**src/pm_caps_pkg.sv**
```systemverilog
// Constants for the power management capabilities word
// Function
// - Bits 15:11 are per-state wake support mask
// - Bit 10 set only when D2 supported
// - Bit 9 set only when D1 supported
// - Data register present forces aux current zero
// - No D3cold wake forces aux current zero
// - Aux current code encodes maximum auxiliary draw
// - Bit 5 flags device-specific initialization need
// - Bit 3 flags wake needing bus clock
// - No wake anywhere forces bit 3 zero
// - Version field reads 010b
// - Strap pin sampled at power-on sets defaults
// - Strap high sets bit 15, else zero
// - Fixed wake and D2 bits per function
package pm_caps_pkg;
	localparam int WAKE_MSB = 15;
	localparam int WAKE_LSB = 11;
	localparam int WAKE_D3COLD = 4;
	localparam int D2_BIT = 10;
	localparam int D1_BIT = 9;
	localparam int AUX_MSB = 8;
	localparam int AUX_LSB = 6;
	localparam int DSI_BIT = 5;
	localparam int RSVD_BIT = 4;
	localparam int CLK_BIT = 3;
	localparam int VER_MSB = 2;
	localparam int VER_LSB = 0;
	localparam logic [2:0] AUX_SELF = 3'h0;
	localparam logic [2:0] AUX_375MA = 3'h7;
	localparam logic [2:0] VERSION_1_1 = 3'h2;
	// Fixed wake bits D0..D3hot: both full-speed and high-speed variants
	localparam logic [3:0] WAKE_FIXED_FS = 4'hA;
	localparam logic [3:0] WAKE_FIXED_HS = 4'hF;
	// Config byte address of the capability structure and offset of the word within it
	localparam logic [7:0] CAP_BASE = 8'h34;
	localparam logic [7:0] CAPS_OFFSET = 8'h02;
	// Strap settle counter: capture point and final count
	localparam logic [1:0] STRAP_CAPTURE_AT = 2'h2;
	localparam logic [1:0] STRAP_SETTLE_END = 2'h3;
endpackage

```
**src/pm_aux_field.sv**
```systemverilog
// Auxiliary current field qualification
module pm_aux_field (
	input wire logic d3cold_wake_i,
	input wire logic has_data_reg_i,
	input wire logic [2:0] aux_code_i,
	output logic [2:0] aux_o
);
	// zero unless D3cold wake without data register
	assign aux_o = (d3cold_wake_i && !has_data_reg_i) ? aux_code_i : pm_caps_pkg::AUX_SELF;
endmodule

```
**src/pm_caps_word.sv**
```systemverilog
// Read-only power management capabilities word with strap-set default
module pm_caps_word #(
	parameter bit IS_HIGH_SPEED = 1'b0,
	parameter bit HAS_DATA_REG = 1'b0,
	parameter logic [2:0] AUX_CODE = pm_caps_pkg::AUX_375MA,
	parameter bit NEEDS_DSI = 1'b0,
	parameter bit WAKE_NEEDS_CLK = 1'b0
) (
	input wire logic sys_clk_i,
	input wire logic rst_b_i,
	input wire logic port4_amber_led_strap_i,
	input wire logic cfg_rd_i,
	input wire logic cfg_wr_i,
	input wire logic [7:0] cfg_addr_i,
	input wire logic [15:0] cfg_wdata_i,
	output logic [15:0] power_caps_word_o,
	output logic [15:0] cfg_rdata_o,
	output logic cfg_ack_o
);
	logic strap_level;
	logic strap_valid;
	logic d3cold_wake;
	logic [2:0] aux_field;
	logic [4:0] wake_state_support_mask;
	logic d2_state_supported;
	logic d1_state_supported;
	logic wake_needs_bus_clock;
	logic [2:0] pm_interface_version;
	logic hit;
	logic [15:0] next_word;

	// ****************************************
	// Strap capture
	// ****************************************
	pm_strap_sync u_sync (
		.sys_clk_i(sys_clk_i),
		.rst_b_i(rst_b_i),
		.strap_i(port4_amber_led_strap_i),
		.captured_o(strap_level),
		.valid_o(strap_valid)
	);

	assign d3cold_wake = strap_level;

	pm_aux_field u_aux (
		.d3cold_wake_i(d3cold_wake),
		.has_data_reg_i(HAS_DATA_REG),
		.aux_code_i(AUX_CODE),
		.aux_o(aux_field)
	);

	// ****************************************
	// Field assembly
	// ****************************************
	// wake mask with fixed lower bits
	assign wake_state_support_mask = {d3cold_wake,
		IS_HIGH_SPEED ? pm_caps_pkg::WAKE_FIXED_HS : pm_caps_pkg::WAKE_FIXED_FS};
	assign d2_state_supported = IS_HIGH_SPEED;
	assign d1_state_supported = 1'b1;
	// clock bit zero without any wake
	assign wake_needs_bus_clock = WAKE_NEEDS_CLK && (wake_state_support_mask != 5'h00);
	assign pm_interface_version = pm_caps_pkg::VERSION_1_1;

	assign next_word = {wake_state_support_mask, d2_state_supported, d1_state_supported,
		aux_field, NEEDS_DSI, 1'b0, wake_needs_bus_clock, pm_interface_version};

	// ****************************************
	// Configuration access decode
	// ****************************************
	logic [7:0] caps_addr;
	logic rd_hit;
	logic any_access;
	// Sum cut to the address width on purpose
	assign caps_addr = 8'(pm_caps_pkg::CAP_BASE + pm_caps_pkg::CAPS_OFFSET);
	assign hit = (cfg_addr_i == caps_addr);
	assign rd_hit = cfg_rd_i && hit;
	assign any_access = cfg_rd_i | cfg_wr_i;

	// ****************************************
	// Capability word register
	// ****************************************
	// word loads once strap captured; writes never touch it
	always_ff @(posedge sys_clk_i or negedge rst_b_i) begin
		if (!rst_b_i) begin
			power_caps_word_o <= 16'h0000;
		end else if (strap_valid) begin
			power_caps_word_o <= next_word;
		end
	end

	// ****************************************
	// Read answer
	// ****************************************
	// reads of the word address return word, other reads zero; writes acknowledged and discarded
	always_ff @(posedge sys_clk_i or negedge rst_b_i) begin
		if (!rst_b_i) begin
			cfg_rdata_o <= 16'h0000;
			cfg_ack_o <= 1'b0;
		end else begin
			cfg_ack_o <= any_access;
			cfg_rdata_o <= rd_hit ? power_caps_word_o : 16'h0000;
		end
	end

	// ****************************************
	// Write data sink
	// ****************************************
	// Writes are answered but their data is never stored
	logic unused_wdata;
	assign unused_wdata = ^cfg_wdata_i;

	// ****************************************
	// Assertion helpers
	// ****************************************
	// Marks the cycles after the word took its strapped value
	logic word_loaded;
	// Wake bits for D0 to D3hot as the function must report them
	logic [3:0] fixed_wake;
	// Wake mask field as a whole
	logic [4:0] wake_field;
	// Auxiliary current field as a whole
	logic [2:0] aux_read;

	always_ff @(posedge sys_clk_i or negedge rst_b_i) begin
		if (!rst_b_i) begin
			word_loaded <= 1'b0;
		end else if (strap_valid) begin
			word_loaded <= 1'b1;
		end
	end

	assign fixed_wake = IS_HIGH_SPEED ? pm_caps_pkg::WAKE_FIXED_HS : pm_caps_pkg::WAKE_FIXED_FS;
	assign wake_field = power_caps_word_o[pm_caps_pkg::WAKE_MSB:pm_caps_pkg::WAKE_LSB];
	assign aux_read = power_caps_word_o[pm_caps_pkg::AUX_MSB:pm_caps_pkg::AUX_LSB];
endmodule

```
**src/pm_strap_sync.sv**
```systemverilog
// Two-stage synchroniser and power-on capture for the strap pin
module pm_strap_sync (
	input wire logic sys_clk_i,
	input wire logic rst_b_i,
	input wire logic strap_i,
	output logic captured_o,
	output logic valid_o
);
	logic meta;
	logic stable;
	logic [1:0] settle;

	always_ff @(posedge sys_clk_i or negedge rst_b_i) begin
		if (!rst_b_i) begin
			meta <= 1'b0;
			stable <= 1'b0;
		end else begin
			meta <= strap_i;
			stable <= meta;
		end
	end

	always_ff @(posedge sys_clk_i or negedge rst_b_i) begin
		if (!rst_b_i) begin
			settle <= 2'h0;
			captured_o <= 1'b0;
			valid_o <= 1'b0;
		end else if (settle != pm_caps_pkg::STRAP_SETTLE_END) begin
			settle <= 2'(settle + 2'h1);
			if (settle == pm_caps_pkg::STRAP_CAPTURE_AT) begin
				captured_o <= stable;
				valid_o <= 1'b1;
			end
		end
	end
endmodule
```
**config.mk**
```make
export PLATFORM = sky130hd
export DESIGN_NAME = pm_caps_word
export DESIGN_NICKNAME = d
export VERILOG_FILES = /design/src/pm_caps_pkg.sv /design/src/pm_aux_field.sv /design/src/pm_caps_word.sv /design/src/pm_strap_sync.sv
export SDC_FILE = /design/constraint.sdc
export NUM_CORES = 1
export LEC_CHECK = 0
export BUFFER_PORTS_ARGS = -buffer_cell sky130_fd_sc_hd__buf_2
export CORE_MARGIN = 2
export CORE_UTILIZATION = 34
export DETAILED_ROUTE_END_ITERATION = 6
export GPL_ROUTABILITY_DRIVEN = 0
export MAX_ROUTING_LAYER = met4
export PLACE_DENSITY = 0.77
export RECOVER_POWER = 25
export SYNTH_ARGS = -nofsm -noshare
export SYNTH_HDL_FRONTEND = slang
export SYNTH_SLANG_ARGS = --single-unit
export TNS_END_PERCENT = 100
```
**constraint.sdc**
```tcl
create_clock -name sys_clk_i -period 1.5 [get_ports sys_clk_i]
set_clock_uncertainty 0.2 [all_clocks]
set_input_delay 0.075 -clock sys_clk_i [delete_from_list [all_inputs] [get_ports sys_clk_i]]
set_output_delay 0.075 -clock sys_clk_i [all_outputs]
set_load 0.05 [all_outputs]
```
==> results of run 1 <==
-- registers in the layout (all words and copies together), names as in the netlist --
name               cells
cfg_ack_o              1
cfg_rdata_o            2
u_sync.captured_o      1
u_sync.valid_o         1
power_caps_word_o      2
u_sync.stable          1
u_sync.settle          2
u_sync.meta            1
-- cells in the mapped netlist --
master,instances
mux2_2,2
buf_4,28
nand4bb_1,1
conb_1,1
inv_1,1
nand4b_1,2
nand2b_1,1
dfrtp_1,11
nand2_1,1
ha_1,2
or2_1,3
o21ai_0,1
nor3_1,2
xnor2_1,1
-- where the power goes --
group          switching [mW]  internal (mW)
combinational           0.132         0.0415
clock                  0.0883          0.103
sequential            0.00312          0.303
total                   0.224          0.447
-- cells by family (layout without fill, tap and decap cells) --
family	after synthesis	count (layout)	synth area share
AO/OA/AOI/OAI	1	1	0.00804
XOR/XNOR	1	1	0.0141
adder cells (fa/ha/maj)	2	2	0.0402
buffers and inverters	29	46	0.344
flip-flops	11	11	0.443
multiplexers	2	2	0.0362
other	1	16	0.00603
AND/OR/NAND/NOR	10	10	0.109
-- final timing paths --
check                            startpoint           endpoint  slack (ns)
min reg2reg                     u_sync.meta      u_sync.stable        0.16
min                                 rst_b_i    cfg_rdata_o[14]        0.13
max                        u_sync.settle[0]  u_sync.captured_o        0.23
min in group sys_clk_i          u_sync.meta      u_sync.stable        0.16
max reg2reg                u_sync.settle[0]  u_sync.captured_o        0.23
max in group asynchronous           rst_b_i   u_sync.settle[1]        0.60
-- cell type report --
cell class / count / area [um^2]
Fill cell: 183 / 937
Sequential cell: 11 / 275
Timing Repair Buffer: 41 / 264
Multi-Input combinational cell: 32 / 189
Tap cell: 25 / 31.3
Clock buffer: 4 / 26.3
Inverter: 1 / 3.75
-- what timing repair did --
| item | 4_1_cts | 5_1_grt |
|---|---|---|
| gates resized for setup | 0 | 0 |
| hold buffers | 12 | 0 |
| endpoints found under the hold margin | 15 | 0 |
-- routing by layer --
layer	vias to the layer above	wire length, um	global-route usage
met5	-	0	-
met3	0	132	0.0346
met2	31	566	0.181
li1	203	-	-
met1	189	329	0.0747
met4	0	0	0.0333
==> out/metrics.csv, run 1 <==
metric,value,unit
worstRegToRegCells,3,
fmax,789,MHz
drtIter0Drc,2,
insertion_delay,0.26,ns
syn_area_per_cell,10.9,um^2
cts_max_level,1,
area_growth,27.0,%
drive_gt1_frac,0.371,
cp_slowest_stage_delay,0.41,ns
path_class,reg2reg,
synth_cell_types,14,
crit_slowest_cell,dfrtp_1,
synth_area_leaders,"dfrtp_1 44%, buf_4 34%, ha_1 4.0%, mux2_2 3.6%, or2_1 3.0%",
dpl.hpwl,727,um
ios,62,
routed-via-count,423,
fin_cells,114,
cp.required,1.45,ns
clock-sinks,11,
avgViaCountPerCell,3.71,
antenna_found_initial,0,
critPathLaunchType,flip-flop,
cts-root-buf,clkbuf_4,
fin_crit,1.27,ns
tightest_slew,0.573,ns
p_leak,0.406,nW
layout.nets,121,
hold_violations,0,
place_ws,0.237,ns
yosysWarnings,0,
grt_pass1_wl,1.28,mm
arrival,1.21,ns
post_cts_buffers,0,
final_cell_mix,"28 x buf_2, 16 x conb_1, 12 x dlygate4sd3_1",
ir_drop,0.376,mV
crit_path_end_kind,flip-flop,
final_max_slew_viol_count,0,
diodes,0,
dieHeight,46.8,um
post-route-util,0.457,
final_common_cell,buf_2,
drv_cap,0,
setup_viol,0,
yosysTopAreaCellShare,0.443,
die_x,46.8,um
synth_area_leader_cell,dfrtp_1,
fin_setup_tns,0,ns
ant_nets,0,
crit_chain,inv_1 -> ha_1 -> mux2_2,
num_rows,15,
status,"finished, final reports clean",
dieArea,2190,um^2
cts_buffers,3,
max-clock-path-buffers,2,
cp.depth,3,
crit_path_max_fanout,3,
power,0.671,mW
rsz0062_at_grt,no,
grt_max_degree,12,
wl,1.03,mm
start_util,0.360,
track_usage,0.0918,
ys_seq_area_frac,0.443,
syn_inst,57,
synth-seq-cells,11,
final_cell_area,790,um^2
pwr_density_cell,850,nW/um^2
hold_slack,0.126,ns
portBuffers,29,
dp.cells,98,
relSlewSlack,0.618,
drt_pass1_iterations,4,
drc_errors,0,
grt_overflow,0,
cp_top_family,flip-flops,
cts_tree,yes,
final.setup.worst_slack,0.232,ns
netlist_area,622,um^2
clk_pin_slew,0.07,ns
placed_area,644,um^2
coreArea,1730,um^2
first_global_vias,338,
final_min_period_over_clock_period,0.845,
path_buf_inv,1,
wire_per_inst,9.02,um
hold_class,in2async,
Note: power is estimated with default switching activity, not from simulation.
==> inputs of run 2 (changes only) <==
- clock period: 1.5 -> 1.2 ns (I/O delays scaled with it)
==> run 2 against run 1 <==
Against the previous run:
- the run now ends with setup timing left
- largest power group unchanged
- fmax rose by 3.0%
- clock power up 29%
- highest routed layer is now met4
- worst hold slack improved by 0.027 ns
- sequential cell count unchanged
==> out/metrics.csv, run 2 (same netlist as run 1, synthesis figures left out) <==
metric,value,unit,change
antenna_found_initial,0,,unchanged
final_common_cell,conb_1,,
worstRegToRegCells,3,,unchanged
r2r_slack,-0.03,ns,-0.26 ns
violations,setup timing,,
cts-root-buf,clkbuf_4,,
coreArea,1730,um^2,unchanged
placed_area,661,um^2,+2.5%
final.setup.worst_slack,-0.0304,ns,-0.263 ns
final_cell_area,872,um^2,+10%
max-clock-path-buffers,2,,unchanged
dpl.hpwl,722,um,-0.73%
grt_max_degree,12,,unchanged
avgViaCountPerCell,3.85,,+3.7%
status,"finished, violations left",,
critPathLaunchType,flip-flop,,
register_area,278,um^2,+0.91%
path_class,reg2reg,,
dieHeight,46.8,um,unchanged
ant_nets,0,,unchanged
holdPathStages,0,,
power_switching_share,0.339,,+0.00561
r2r_start,u_sync.settle[0],,
p_comb_frac,0.269,,+0.010
hold_violations,0,,unchanged
clock-sinks,11,,unchanged
first_global_vias,392,,+16%
crit_path_max_fanout,2,,-1
track_usage,0.109,,+0.0172
grt_pass1_wl,1.51,mm,+18%
routed-via-count,450,,+6.4%
setup_viol,1,,+1
pwr_density_cell,989,nW/um^2,+16%
final_min_period_over_clock_period,1.03,,+0.180
cts_buffers,3,,unchanged
p_leak,0.430,nW,+5.8%
ir_drop,0.357,mV,-5.1%
power_switching,0.292,mW,+31%
clkPwrFrac,0.286,,+0.002
area_growth,40.2,%,
start_util,0.360,,unchanged
layout.nets,124,,+2.5%
grt_overflow,0,,unchanged
arrival,1.18,ns,-0.03 ns
cts_max_level,1,,unchanged
rsz0062_at_grt,yes,,
fin_crit,1.23,ns,-0.0373 ns
drt_pass1_iterations,2,,-2
die_x,46.8,um,unchanged
final_cell_mix,"16 x conb_1, 14 x buf_4, 13 x dlygate4sd3_1, 13 x buf_2, 9 x dfrtp_1",,
diodes,0,,unchanged
fmax,813,MHz,+3.0%
drv_cap,0,,unchanged
hold_end,u_sync.stable,,
wire_per_inst,10.7,um,+19%
wl,1.25,mm,+22%
fill_cells,165,,-9.8%
place_ws,-0.0214,ns,-0.259 ns
final_max_slew_viol_count,0,,unchanged
hold_class,reg2reg,,
crit_path_end_kind,flip-flop,,
clk_pin_slew,0.07,ns,about the same
num_rows,15,,unchanged
multi_input_area,203,um^2,+7.3%
sequentialPowerShare,0.445,,-0.012
internal_power,0.570,mW,+27%
r2r-end,u_sync.captured_o,,
insertion_delay,0.26,ns,about the same
ios,62,,unchanged
portBuffers,29,,unchanged
drive_gt1_frac,0.446,,+0.0749
worstHoldStart,u_sync.meta,,
drtIter0Drc,1,,-1
top_regs,"cfg_rdata_o x2, power_caps_word_o x2, u_sync.settle x2",,
drc_errors,0,,unchanged
dieArea,2190,um^2,unchanged
cp.required,1.15,ns,-0.30 ns
cts_tree,yes,,
-- run 2: critical path, cell delays in order (launching register included) --
cell and delay (ns):
dfrtp_1 0.38, inv_1 0.06, ha_2 0.18, mux2_4 0.29
-- run 2: final cells by class --
class / instances / area share
well taps: 25 / 0.0359
clock buffers: 4 / 0.0301
inverters: 1 / 0.00430
multi-input cells: 32 / 0.232
repair buffers: 44 / 0.379
flip-flops and latches: 11 / 0.319
-- run 2: metal layers --
metal  vias to the layer above  routed length, um  GRT usage  share of wire
met2                        30                675      0.214           0.54
li1                        209                  -          -              -
met1                       209                432     0.0819           0.35
met3                         2                129     0.0346           0.10
met4                         0                 14     0.0667          0.011
met5                         -                  0          -              0
-- run 2: power groups by stage --
stage | Sequential (mW) | Clock (mW) | Combinational [mW]
floorplan | 0.403 | 0 | 0.188
finish | 0.384 | 0.247 | 0.232
global route | 0.384 | 0.276 | 0.244
global placement | 0.391 | 0 | 0.187
CTS | 0.384 | 0.258 | 0.225
detailed placement | 0.391 | 0 | 0.188
-- run 2: what timing repair did --
action,in CTS,in global routing
gates resized for setup,5,22
hold buffers,13,0
buffers inserted,0,1
endpoints found under the setup margin,6,21
pin swaps,0,1
endpoints found under the hold margin,15,0
-- run 2: how the worst max path moves through the flow --
stage / startpoint / to / slack, ns / cells after the start
3_5_place_dp: u_sync.settle[0] / u_sync.captured_o / -0.02 / 3
3_3_place_gp: u_sync.settle[0] / u_sync.captured_o / 0.003 / 3
4_1_cts: u_sync.settle[0] / u_sync.captured_o / -0.04 / 3
2_1_floorplan: u_sync.settle[0] / u_sync.captured_o / -0.02 / 3
6_report: u_sync.settle[0] / u_sync.captured_o / -0.03 / 3
5_1_grt: u_sync.settle[0] / u_sync.captured_o / -0.07 / 3
-- run 2: stage by stage --
step	hold slack (ns)	total power [mW]	TNS, ns	utilization	std cells
2_1_floorplan	-0.436	0.591	-0.0204	-	72
3_3_place_gp	-0.265	0.577	0	0.383	99
3_5_place_dp	-0.260	0.579	-0.0214	0.383	99
4_1_cts	0.154	0.868	-0.0355	0.480	116
5_1_grt	0.156	0.904	-0.146	0.505	117
6_report	0.153	0.862	-0.0304	0.505	117
==> inputs of run 3 (changes only) <==
- SKIP_LAST_GASP: unset -> 1
- clock period: 1.2 -> 1.3 ns (I/O delays scaled with it)
==> run 3 against run 2 <==
Against the previous run:
- the flow now finishes without violations
- worst hold slack better by 0.011 ns
- first-iteration DRC count is the same
- critical path depth unchanged
- power is 8.8% lower
- die area stayed put
- wire length is 10% lower
- via count fell by 1.3%
- cell area is 7.3% lower
- clock-buffer cell count stayed put
- register-to-register slack improved by 0.09 ns
==> out/metrics.csv, run 3 (same netlist as run 1, synthesis figures left out) <==
metric,value,unit,change
status,"finished, final reports clean",,
fin_setup_tns,0,ns,+0.0304 ns
grt_overflow,0,,unchanged
insertion_delay,0.26,ns,about the same
coreArea,1730,um^2,unchanged
drtIter0Drc,1,,unchanged
dieHeight,46.8,um,unchanged
final_min_period_over_clock_period,0.956,,-0.0696
dp.cells,99,,unchanged
clk_pin_slew,0.07,ns,about the same
fill_cells,168,,+1.8%
die_x,46.8,um,unchanged
drive_gt1_frac,0.385,,-0.0610
hold_class,reg2reg,,
cp_top_family,flip-flops,,
hold_violations,0,,unchanged
r2r_slack,0.06,ns,+0.09 ns
post-route-util,0.468,,-0.0370
drc_errors,0,,unchanged
ir_drop,0.369,mV,+3.4%
fmax,805,MHz,-0.97%
ios,62,,unchanged
start_util,0.360,,unchanged
diodes,0,,unchanged
routed-via-count,444,,-1.3%
crit_slowest_cell,dfrtp_1,,
cp_slowest_stage_delay,0.38,ns,about the same
top_regs,"cfg_rdata_o x2, power_caps_word_o x2, u_sync.settle x2",,
p_leak,0.418,nW,-2.7%
avgViaCountPerCell,3.83,,-0.48%
dpl.hpwl,723,um,+0.14%
portBuffers,29,,unchanged
final_cell_mix,"28 x buf_2, 16 x conb_1, 13 x dlygate4sd3_1",,
cts_tree,yes,,
wire_per_inst,9.67,um,-9.6%
max-clock-path-buffers,2,,unchanged
crit_path_end_kind,flip-flop,,
drt_pass1_iterations,2,,unchanged
drv_cap,0,,unchanged
grt_max_degree,12,,unchanged
setup_viol,0,,-1
rsz0062_at_grt,yes,,
cp.required,1.25,ns,+0.10 ns
final_max_slew_viol_count,0,,unchanged
fin_cells,116,,-0.85%
cts-root-buf,clkbuf_4,,
power,0.787,mW,-8.8%
first_global_vias,400,,+2.0%
fin_crit,1.24,ns,+0.0121 ns
clock-sinks,11,,unchanged
num_rows,15,,unchanged
crit_path_max_fanout,2,,unchanged
track_usage,0.113,,+0.00438
wl,1.12,mm,-10%
antenna_found_initial,0,,unchanged
grt_pass1_wl,1.55,mm,+2.3%
cts_buffers,3,,unchanged
path_class,reg2reg,,
cts_resized,0,,-5
pwr_density_cell,973,nW/um^2,-1.6%
cts_max_level,1,,unchanged
arrival,1.19,ns,about the same
ant_nets,0,,unchanged
layout.nets,123,,-0.81%
dieArea,2190,um^2,unchanged
critPathLaunchType,flip-flop,,
crit_chain,inv_1 -> ha_1 -> mux2_2,,
final_common_cell,buf_2,,
area_growth,30.0,%,
path_buf_inv,1,,unchanged
run 3: cell count changes in the layout (fill, tap and decap cells not counted), sizes merged:
cell    delta
clkbuf     -3
buf        +2
run 3: cell type report:
class                           count  area (um^2)  area share
Multi-Input combinational cell     32          189       0.234
Inverter                            1         3.75     0.00464
Sequential cell                    11          275       0.341
Timing Repair Buffer               43          283       0.350
Tap cell                           25         31.3      0.0387
Clock buffer                        4         26.3      0.0325
run 3: repair_timing:
item | CTS | global route
setup endpoints to repair | 0 | 4
buffers inserted | 0 | 0
hold buffers | 13 | 0
hold endpoints to repair | 15 | 0
run 3: metal layers:
| layer | track usage | vias to the layer above | share of wire |
|---|---|---|---|
| li1 | - | 206 | - |
| met1 | 0.0728 | 203 | 0.32 |
| met2 | 0.227 | 35 | 0.56 |
| met3 | 0.0500 | 0 | 0.12 |
| met4 | 0.0667 | 0 | 0 |
| met5 | - | - | 0 |
run 3: per-stage QoR:
step / hold WS [ns] / instance area [um^2] / setup slack [ns]
finish: 0.164 / 808 / 0.0576
global route: 0.177 / 808 / -0.00379
CTS: 0.169 / 808 / 0.0353
detailed placement: -0.258 / 652 / 0.0555
global placement: -0.262 / 652 / 0.0843
floorplan: -0.431 / 678 / 0.0633
run 3: final timing paths:
kind,cells past startpoint,startpoint,endpoint
min,0,u_sync.meta,u_sync.stable
max,3,u_sync.settle[0],u_sync.captured_o
min in group asynchronous,3,rst_b_i,power_caps_word_o[14]
max in group asynchronous,3,rst_b_i,u_sync.meta
max reg2reg,3,u_sync.settle[0],u_sync.captured_o
min reg2reg,0,u_sync.meta,u_sync.stable
run 3: worst register-to-register path, stage by stage (launching register included):
cell and delay, ns:
dfrtp_1 0.38, inv_1 0.06, ha_1 0.16, mux2_2 0.33
run 3: power by group:
| group | leakage, nW | switching (mW) | internal, mW | total [mW] |
|---|---|---|---|---|
| logic | 0.284 | 0.154 | 0.0502 | 0.204 |
| registers | 0.120 | 0.00436 | 0.350 | 0.354 |
| clock network | 0.0150 | 0.110 | 0.119 | 0.228 |
